`config.mk`:
```
export PLATFORM = sky130hd
export DESIGN_NAME = rfsr_top
export DESIGN_NICKNAME = d
export VERILOG_FILES = /design/src/verilog/rfsr_pkg.sv /design/src/verilog/rfsr_crc32.sv /design/src/verilog/rfsr_top.sv
export SDC_FILE = /design/constraint.sdc
export NUM_CORES = 1
export LEC_CHECK = 0
export BUFFER_PORTS_ARGS = -buffer_cell sky130_fd_sc_hd__buf_2
export CAP_MARGIN = 20
export CORE_MARGIN = 2
export CORE_UTILIZATION = 39
export CTS_CLUSTER_DIAMETER = 60
export DETAILED_ROUTE_END_ITERATION = 16
export SYNTH_ARGS = -nofsm -noshare
export SYNTH_HDL_FRONTEND = slang
export SYNTH_SLANG_ARGS = --single-unit
```
`constraint.sdc`:
```
create_clock -name clock -period 11.02 [get_ports clock]
set_input_delay 0 -clock clock [delete_from_list [all_inputs] [get_ports clock]]
set_output_delay 0 -clock clock [all_outputs]
set_load 0.02 [all_outputs]
```
`src/verilog/rfsr_pkg.sv`:
```
// Purpose: Constants for receive frame status reporting.
// Assumes: Byte-wide receive stream, first byte is the destination address.
// Notes:
// Operation
// - Error vector meaningful only with the last-beat marker; any bit marks frame errored.
// - Bit 4: length field below 0x600 and received payload shorter than it.
// - Bit 3: frame longer than the configured maximum frame size.
// - Bit 2: frame, destination address through check sequence, shorter than 64 bytes.
// - Bit 1: computed frame check sequence differs from the received one.
// - Bit 0: frame ended by a control character other than terminate.
// - Whenever bit 0 is set, bit 1 is set in the same cycle.
// - Info valid strobe high exactly when the 40-bit info word is valid.
// - Info bits 38, 37, 36: unicast, multicast, broadcast destination.
// - Info bits 39, 35, 34: priority flow control, pause, other control frame.
// - Info bit 33 single VLAN tag, bit 32 stacked VLAN tags.
// - Info bits 31:16 hold frame length, destination address through check sequence.
// - Info bits 15:0 hold the payload length in bytes.
// - One pause bit per flow queue, high while that queue is paused.
package rfsr_pkg;
  localparam int ERR_W        = 6;
  localparam int INFO_W       = 40;
  localparam int LEN_W        = 16;
  localparam int FLOW_QUEUE_N = 8;

  localparam int ERR_PAYLEN    = 4;
  localparam int ERR_OVERSIZE  = 3;
  localparam int ERR_UNDERSIZE = 2;
  localparam int ERR_CRC       = 1;
  localparam int ERR_MALFORMED = 0;

  localparam int INFO_PFC     = 39;
  localparam int INFO_UCAST   = 38;
  localparam int INFO_MCAST   = 37;
  localparam int INFO_BCAST   = 36;
  localparam int INFO_PAUSE   = 35;
  localparam int INFO_CONTROL = 34;
  localparam int INFO_VLAN    = 33;
  localparam int INFO_STACKED = 32;
  localparam int INFO_FRLEN   = 16;
  localparam int INFO_PAYLEN  = 0;

  localparam logic [15:0] TYPE_VLAN      = 16'h8100;
  localparam logic [15:0] TYPE_SVLAN     = 16'h88A8;
  localparam logic [15:0] TYPE_MACCTRL   = 16'h8808;
  localparam logic [15:0] OP_PAUSE       = 16'h0001;
  localparam logic [15:0] OP_PFC         = 16'h0101;
  localparam logic [15:0] LEN_TYPE_LIMIT = 16'h0600;
  localparam logic [15:0] MIN_FRAME_LEN  = 16'h0040;
  localparam logic [15:0] HDR_LEN        = 16'h000E;
  localparam logic [15:0] TAG_LEN        = 16'h0004;
  localparam logic [15:0] FCS_LEN        = 16'h0004;
  localparam logic [15:0] LEN_MAX        = 16'hFFFF;
  localparam logic [15:0] LEN_ZERO       = 16'h0000;
  localparam logic [15:0] LEN_ONE        = 16'h0001;

  localparam logic [15:0] IDX_DST_FIRST = 16'h0000;
  localparam logic [15:0] IDX_DST_LAST  = 16'h0005;
  localparam logic [15:0] IDX_ETYPE0    = 16'h000D;
  localparam logic [15:0] IDX_OPCODE    = 16'h000F;
  localparam logic [15:0] IDX_ETYPE1    = 16'h0011;
  localparam logic [15:0] IDX_PTIME0    = 16'h0013;
  localparam logic [15:0] IDX_ETYPE2    = 16'h0015;
  localparam logic [15:0] IDX_STEP      = 16'h0002;

  localparam logic [7:0]  BYTE_ONES   = 8'hFF;
  localparam logic [31:0] CRC_INIT    = 32'hFFFFFFFF;
  localparam logic [31:0] CRC_POLY    = 32'hEDB88320;
  localparam logic [31:0] CRC_RESIDUE = 32'hDEBB20E3;

  typedef enum logic [0:0] {
    RFSR_IDLE  = 1'h0,
    RFSR_FRAME = 1'h1
  } rfsr_state_e;
endpackage

```
`src/verilog/rfsr_crc32.sv`:
```
// Purpose: Byte-wise frame check sequence accumulator.
// Assumes: Reflected bit order, least significant bit first.
// Notes: crcNext is combinational, includes the current byte.
`timescale 1ns/1ps
module rfsr_crc32 (
  input  wire logic        clock,
  input  wire logic        srst,
  input  wire logic        start,
  input  wire logic        enable,
  input  wire logic [7:0]  dataByte,
  output      logic [31:0] crcNext
);
  import rfsr_pkg::*;

  logic [31:0] crc_q;
  logic [31:0] crcBase;

  function automatic logic [31:0] crcStep(input logic [31:0] c, input logic [7:0] d);
    logic [31:0] r;
    r = c;
    for (int i = 0; i < 8; i++) begin
      if (r[0] ^ d[i]) begin
        r = (r >> 1) ^ CRC_POLY;
      end else begin
        r = r >> 1;
      end
    end
    return r;
  endfunction

  assign crcBase = start ? CRC_INIT : crc_q;
  assign crcNext = crcStep(crcBase, dataByte);

  always_ff @(posedge clock) begin
    if (srst) begin
      crc_q <= CRC_INIT;
    end else if (enable) begin
      crc_q <= crcNext;
    end
  end
endmodule

```
`src/verilog/rfsr_top.sv`:
```
// Purpose: Receive frame error flags, frame info word and per-queue pause.
// Assumes: One byte per beat; frame includes the check sequence.
// Notes: Reports appear one cycle after the last input beat.
`timescale 1ns/1ps
module rfsr_top (
  input  wire logic                                clock,
  input  wire logic                                srst,
  input  wire logic                                inBeatValid,
  input  wire logic                                inFirst,
  input  wire logic                                inLast,
  input  wire logic [7:0]                          inByte,
  input  wire logic                                inBadTerm,
  input  wire logic [rfsr_pkg::LEN_W-1:0]          maxFrameSize,
  output      logic                                rxLastBeat_q,
  output      logic [rfsr_pkg::ERR_W-1:0]          rxFrameErrorFlags_q,
  output      logic                                rxFrameInfoValid_q,
  output      logic [rfsr_pkg::INFO_W-1:0]         rxFrameInfoWord_q,
  output      logic [rfsr_pkg::FLOW_QUEUE_N-1:0]   pauseQueue_q
);
  import rfsr_pkg::*;

  // ----------------------------------------------------------------
  // Beat acceptance and byte position
  // ----------------------------------------------------------------
  rfsr_state_e       state_q;
  logic [LEN_W-1:0]  cnt_q;
  logic [7:0]        prevByte_q;
  logic              take;
  logic              endNow;
  logic [LEN_W-1:0]  idx;
  logic [15:0]       word;

  assign take   = inBeatValid && (inFirst || state_q == RFSR_FRAME);
  assign endNow = take && inLast;
  assign idx    = inFirst ? IDX_DST_FIRST : cnt_q;
  assign word   = {prevByte_q, inByte};

  always_ff @(posedge clock) begin
    if (srst) begin
      state_q <= RFSR_IDLE;
    end else begin
      case (state_q)
        RFSR_IDLE: begin
          if (take && !inLast) begin
            state_q <= RFSR_FRAME;
          end
        end
        RFSR_FRAME: begin
          if (endNow) begin
            state_q <= RFSR_IDLE;
          end
        end
        default: begin
          state_q <= RFSR_IDLE;
        end
      endcase
    end
  end

  always_ff @(posedge clock) begin
    if (srst) begin
      cnt_q      <= LEN_ZERO;
      prevByte_q <= 8'h00;
    end else if (take) begin
      cnt_q      <= (idx == LEN_MAX) ? LEN_MAX : idx + LEN_ONE;
      prevByte_q <= inByte;
    end
  end

  // ----------------------------------------------------------------
  // Header capture
  // ----------------------------------------------------------------
  logic        dstMcast_q;
  logic        dstAllOnes_q;
  logic [15:0] etype0_q;
  logic [15:0] etype1_q;
  logic [15:0] etype2_q;
  logic [15:0] opcode_q;
  logic [15:0] pauseTime_q [FLOW_QUEUE_N];

  always_ff @(posedge clock) begin
    if (srst) begin
      dstMcast_q   <= 1'b0;
      dstAllOnes_q <= 1'b0;
      etype0_q     <= LEN_ZERO;
      etype1_q     <= LEN_ZERO;
      etype2_q     <= LEN_ZERO;
      opcode_q     <= LEN_ZERO;
      for (int k = 0; k < FLOW_QUEUE_N; k++) begin
        pauseTime_q[k] <= LEN_ZERO;
      end
    end else if (take) begin
      if (inFirst) begin
        dstMcast_q   <= inByte[0];
        dstAllOnes_q <= (inByte == BYTE_ONES);
        etype0_q     <= LEN_ZERO;
        etype1_q     <= LEN_ZERO;
        etype2_q     <= LEN_ZERO;
        opcode_q     <= LEN_ZERO;
      end else if (idx <= IDX_DST_LAST) begin
        dstAllOnes_q <= dstAllOnes_q && (inByte == BYTE_ONES);
      end
      if (idx == IDX_ETYPE0) begin
        etype0_q <= word;
      end
      if (idx == IDX_OPCODE) begin
        opcode_q <= word;
      end
      if (idx == IDX_ETYPE1) begin
        etype1_q <= word;
      end
      if (idx == IDX_ETYPE2) begin
        etype2_q <= word;
      end
      for (int k = 0; k < FLOW_QUEUE_N; k++) begin
        if (idx == IDX_PTIME0 + IDX_STEP * LEN_W'(k)) begin
          pauseTime_q[k] <= word;
        end
      end
    end
  end

  // ----------------------------------------------------------------
  // Frame check sequence
  // ----------------------------------------------------------------
  logic [31:0] crcNext;

  rfsr_crc32 u_crc (
    .clock    (clock),
    .srst     (srst),
    .start    (inFirst),
    .enable   (take),
    .dataByte (inByte),
    .crcNext  (crcNext)
  );

  // ----------------------------------------------------------------
  // End of frame classification
  // ----------------------------------------------------------------
  logic             isStacked;
  logic             isVlan;
  logic             isCtrl;
  logic             isPause;
  logic             isPfc;
  logic [15:0]      lenType;
  logic [LEN_W-1:0] frameLen;
  logic [LEN_W-1:0] overhead;
  logic [LEN_W-1:0] payloadLen;
  logic [ERR_W-1:0] errs;
  logic [INFO_W-1:0] info;

  assign isStacked = (etype0_q == TYPE_SVLAN) ||
                     (etype0_q == TYPE_VLAN && etype1_q == TYPE_VLAN);
  assign isVlan    = (etype0_q == TYPE_VLAN) && !isStacked;
  assign isCtrl    = (etype0_q == TYPE_MACCTRL);
  assign isPause   = isCtrl && (opcode_q == OP_PAUSE);
  assign isPfc     = isCtrl && (opcode_q == OP_PFC);
  assign lenType   = isStacked ? etype2_q : (isVlan ? etype1_q : etype0_q);
  assign frameLen  = (idx == LEN_MAX) ? LEN_MAX : idx + LEN_ONE;
  assign overhead  = HDR_LEN + FCS_LEN + (isStacked ? TAG_LEN + TAG_LEN :
                                          (isVlan ? TAG_LEN : LEN_ZERO));
  assign payloadLen = (frameLen > overhead) ? frameLen - overhead : LEN_ZERO;

  always_comb begin
    errs = '0;
    errs[ERR_PAYLEN]    = (lenType < LEN_TYPE_LIMIT) && (payloadLen < lenType);
    errs[ERR_OVERSIZE]  = frameLen > maxFrameSize;
    errs[ERR_UNDERSIZE] = frameLen < MIN_FRAME_LEN;
    errs[ERR_MALFORMED] = inBadTerm;
    errs[ERR_CRC]       = (crcNext != CRC_RESIDUE) || inBadTerm;
  end

  always_comb begin
    info = '0;
    info[INFO_PFC]     = isPfc;
    info[INFO_PAUSE]   = isPause;
    info[INFO_CONTROL] = isCtrl && !isPause && !isPfc;
    info[INFO_UCAST]   = !dstMcast_q;
    info[INFO_MCAST]   = dstMcast_q && !dstAllOnes_q;
    info[INFO_BCAST]   = dstMcast_q && dstAllOnes_q;
    info[INFO_VLAN]    = isVlan;
    info[INFO_STACKED] = isStacked;
    info[INFO_FRLEN +: LEN_W]  = frameLen;
    info[INFO_PAYLEN +: LEN_W] = payloadLen;
  end

  // ----------------------------------------------------------------
  // Client outputs
  // ----------------------------------------------------------------
  always_ff @(posedge clock) begin
    if (srst) begin
      rxLastBeat_q        <= 1'b0;
      rxFrameErrorFlags_q <= '0;
      rxFrameInfoValid_q  <= 1'b0;
      rxFrameInfoWord_q   <= '0;
    end else begin
      rxLastBeat_q        <= endNow;
      rxFrameErrorFlags_q <= endNow ? errs : '0;
      rxFrameInfoValid_q  <= endNow;
      rxFrameInfoWord_q   <= endNow ? info : '0;
    end
  end

  // ----------------------------------------------------------------
  // Per-queue pause timers
  // ----------------------------------------------------------------
  logic goodCtrlEnd;
  assign goodCtrlEnd = endNow && (errs == '0);

  for (genvar g = 0; g < FLOW_QUEUE_N; g++) begin : gQueue
    logic [15:0] timer_q;
    logic        load;
    logic [15:0] loadVal;
    assign load    = goodCtrlEnd && (isPause || (isPfc && etype1_q[g]));
    assign loadVal = isPause ? etype1_q : pauseTime_q[g];
    always_ff @(posedge clock) begin
      if (srst) begin
        timer_q         <= LEN_ZERO;
        pauseQueue_q[g] <= 1'b0;
      end else if (load) begin
        timer_q         <= loadVal;
        pauseQueue_q[g] <= loadVal != LEN_ZERO;
      end else begin
        timer_q         <= (timer_q != LEN_ZERO) ? timer_q - LEN_ONE : LEN_ZERO;
        pauseQueue_q[g] <= timer_q > LEN_ONE;
      end
    end
  end
endmodule

```
==> impl_metrics.json <==
{
  "antenna_cells": 0,
  "synthCells": 2544,
  "p_int_mw": 3.75,
  "path_class": "flip-flop to flip-flop",
  "cts_tree": "yes",
  "skew_ps": 44.0,
  "crit_required_ps": 11530,
  "p_sw_mw": 1.83,
  "synth-main-ff-cell": "dfxtp_1",
  "post_route_cells_drive_above_1_share": 0.126,
  "drt_iter0_drc": 1842,
  "core-area_sq_mm": 0.0579,
  "grt_max_degree": 90,
  "synth_edf_count": 128,
  "nNetsFinal": 2639,
  "synth.most_common_cell": "nor2_1",
  "die_w_um": 247,
  "swShare": 0.328,
  "p_leak_nw": 10.4,
  "routed_wl_um": 67500,
  "antenna_found_initial": 0,
  "groute.usage.overall": 0.220,
  "final_antenna_net_count": 0,
  "cts.sink_count": 433,
  "syn_area_sq_mm": 0.0230,
  "async_flop_share": 0,
  "post-route-min-period_ps": 5830,
  "clk_pin_slew_ps": 60,
  "ys_ff_latch": 433,
  "post-synth-top-area-cell": "dfxtp_1",
  "worst_skew_pair.late_latency_ps": 620,
  "finalSetupTns_ps": 0,
  "cts_buffer_depth": 3,
  "grt_pass1_vias": 18100,
  "hold_viol": 0,
  "avgSynthCellArea_sq_um": 9.02,
  "cts_inserted_buffers": 51,
  "cp.arrival_ps": 6350,
  "rows": 88,
  "ir_drop_v": 0.000120,
  "ys_seq_area_frac": 0.433,
  "ys_warn_count": 0,
  "dp_hpwl_um": 46000,
  "slew_headroom": 0.285,
  "io_pins": 86,
  "worstSetupEndpointType": "flip-flop",
  "final_max_slew_viol_count": 0,
  "vias": 18800,
  "p_per_area_mw_per_mm2": 218,
  "place.gp.congestion": 0.920,
  "htree_levels": 2,
  "clkPwrFrac": 0.312,
  "holdCritPathClass": "input port to flip-flop",
  "dp_worst_setup_slack_ps": 5090,
  "combPwrFrac": 0.308,
  "grt_remaining_overflow": 0,
  "fin_ws_ps": 5190,
  "yosys-top-cells-count": "nor2_1, dfxtp_1, a21oi_1, xnor2_1, edfxtp_1",
  "drt_pass1_iterations": 6,
  "synth_area_leaders": "dfxtp_1, edfxtp_1, nor2_1",
  "synthToLayoutAreaGrowth_pct": 11.9,
  "drcViolationCount": 0,
  "period_share": 0.529,
  "status": "complete, no violations",
  "seq_power_share": 0.380,
  "fin_util": 0.443,
  "grt_pass1_wl_um": 103000,
  "design.die.area_sq_mm": 0.0608,
  "vias_per_cell": 5.59,
  "synth_nets": 2636,
  "clockRootBuffer": "clkbuf_16",
  "io_buffer_count": 84,
  "yosysTopAreaCellShare": 0.266,
  "die_h_um": 247,
  "synth_cell_types": 75,
  "cap_violations": 0,
  "rsz0062_at_grt": "no",
  "max_freq_ghz": 0.171,
  "wl_per_cell_um": 20.1,
  "cp_max_fo": 13,
  "setup_viol": 0,
  "start_kind": "flip-flop",
  "start_util": 0.396,
  "tightest_slew_ps": 1070
}
-- final timing paths --
kind | depth (start not counted) | end | slack (ps) | start
max | 20 | rxFrameErrorFlags_q[4]$_SDFF_PP0_ | 5190 | etype0_q[12]$_SDFFE_PP0P_
min | 6 | rxFrameErrorFlags_q[3]$_SDFF_PP0_ | 20 | maxFrameSize[7]
max reg2reg | 20 | rxFrameErrorFlags_q[4]$_SDFF_PP0_ | 5190 | etype0_q[12]$_SDFFE_PP0P_
min reg2reg | 1 | etype2_q[0]$_SDFFE_PP0P_ | 460 | etype2_q[0]$_SDFFE_PP0P_
-- repair_timing --
item	4_1_cts	5_1_grt
gates resized for setup	0	0
buffers inserted	0	0
endpoints found under the hold margin	43	0
hold buffers	17	0
-- registers in the layout, indices dropped and copies added (netlist names), 5 cells and up, named ones only --
| signal | count |
|---|---|
| pauseTime_q | 128 |
| pauseQueue_q | 8 |
| gQueue.timer_q | 128 |
| opcode_q | 16 |
| rxFrameInfoWord_q | 40 |
| etype1_q | 16 |
| prevByte_q | 8 |
| etype0_q | 16 |
| etype2_q | 16 |
| u_crc.crc_q | 32 |
| rxFrameErrorFlags_q | 5 |
| cnt_q | 16 |
-- layout make-up --
type                       instances  area (sq um)
timing repair buffer             120           746
clock inverter                    24           283
clock buffer                      72          1460
sequential                       433          9950
fill                            5709         32200
inverter                          63           236
multi-input combinational       1878         12000
tap                              765           957
-- critical path: stages (launching register included) --
cell	delay, ps
dfxtp_1	320
or4b_1	600
or4_1	650
o41ai_2	740
buf_4	310
or2_2	200
ha_1	280
a21o_1	170
a21oi_1	130
nor3_1	100
nor4b_1	510
nand3_1	150
xnor2_1	310
nor2_1	110
ha_1	340
nand4_1	100
a211oi_1	50
nor3_1	150
o2111a_1	210
nand4_1	100
a221oi_1	230
-- per-stage QoR --
step / hold slack, ps / instance area, sq um / instances / total power [mW]
after CTS: 7.94 / 25700 / 3353 / 5.61
after global routing: 70.4 / 25700 / 3355 / 5.93
after floorplan: 95.7 / 23000 / 2544 / 3.51
final: 18.1 / 25700 / 3355 / 5.59
after detailed placement: 228 / 23700 / 3240 / 3.86
after global placement: 225 / 23700 / 3240 / 3.79
-- power groups by stage --
stage          clock network (mW)  registers, mW  logic (mW)
2_1_floorplan                   0           2.10        1.41
3_3_place_gp                    0           2.13        1.65
3_5_place_dp                    0           2.15        1.71
4_1_cts                      1.77           2.12        1.73
5_1_grt                      1.84           2.15        1.94
6_report                     1.74           2.12        1.72
-- layer usage --
layer / up-vias / part of all wire / track usage
li1: 8879 / - / -
met3: 145 / 0.066 / 0.0328
met2: 648 / 0.47 / 0.371
met4: 0 / 0.039 / 0.0863
met1: 9081 / 0.42 / 0.281
met5: - / 0 / 0
-- cells by family (layout without fill, tap and decap cells) --
logic type,count (synthesis),count (layout),synth area share
other cells,1,1,0.000163
compound gates,429,429,0.119
fa+ha+maj,62,62,0.0341
xor+xnor,214,214,0.0890
mux,132,132,0.0638
simple gates,1040,1040,0.218
buf+inv,233,279,0.0430
flops,433,433,0.433
-- cell usage in the layout (no fill, tap or decap), types with 7 or more instances in the layout --
cell type / instances
nor2_1: 557
dfxtp_1: 305
a21oi_1: 201
xnor2_1: 150
edfxtp_1: 128
mux2_2: 99
nand2_1: 89
buf_2: 83
nor4_1: 75
nor3_1: 68
inv_1: 63
ha_1: 61
a21o_1: 57
clkbuf_16: 53
xor2_1: 51
a22oi_1: 49
nand3_1: 34
nand2b_1: 33
a211o_1: 29
nand4_1: 28
o21ai_0: 26
and2_1: 25
or4_1: 23
mux2i_1: 19
buf_4: 18
dlygate4sd3_1: 17
nor2b_1: 16
and3_1: 13
or3_1: 13
a211oi_1: 13
mux2_1: 13
clkbuf_1: 13
nor3_2: 12
o31ai_1: 10
nand3b_1: 9
xnor3_1: 9
clkbuf_8: 7
clkinv_2: 7
Note: power is estimated with default switching activity, not from simulation.
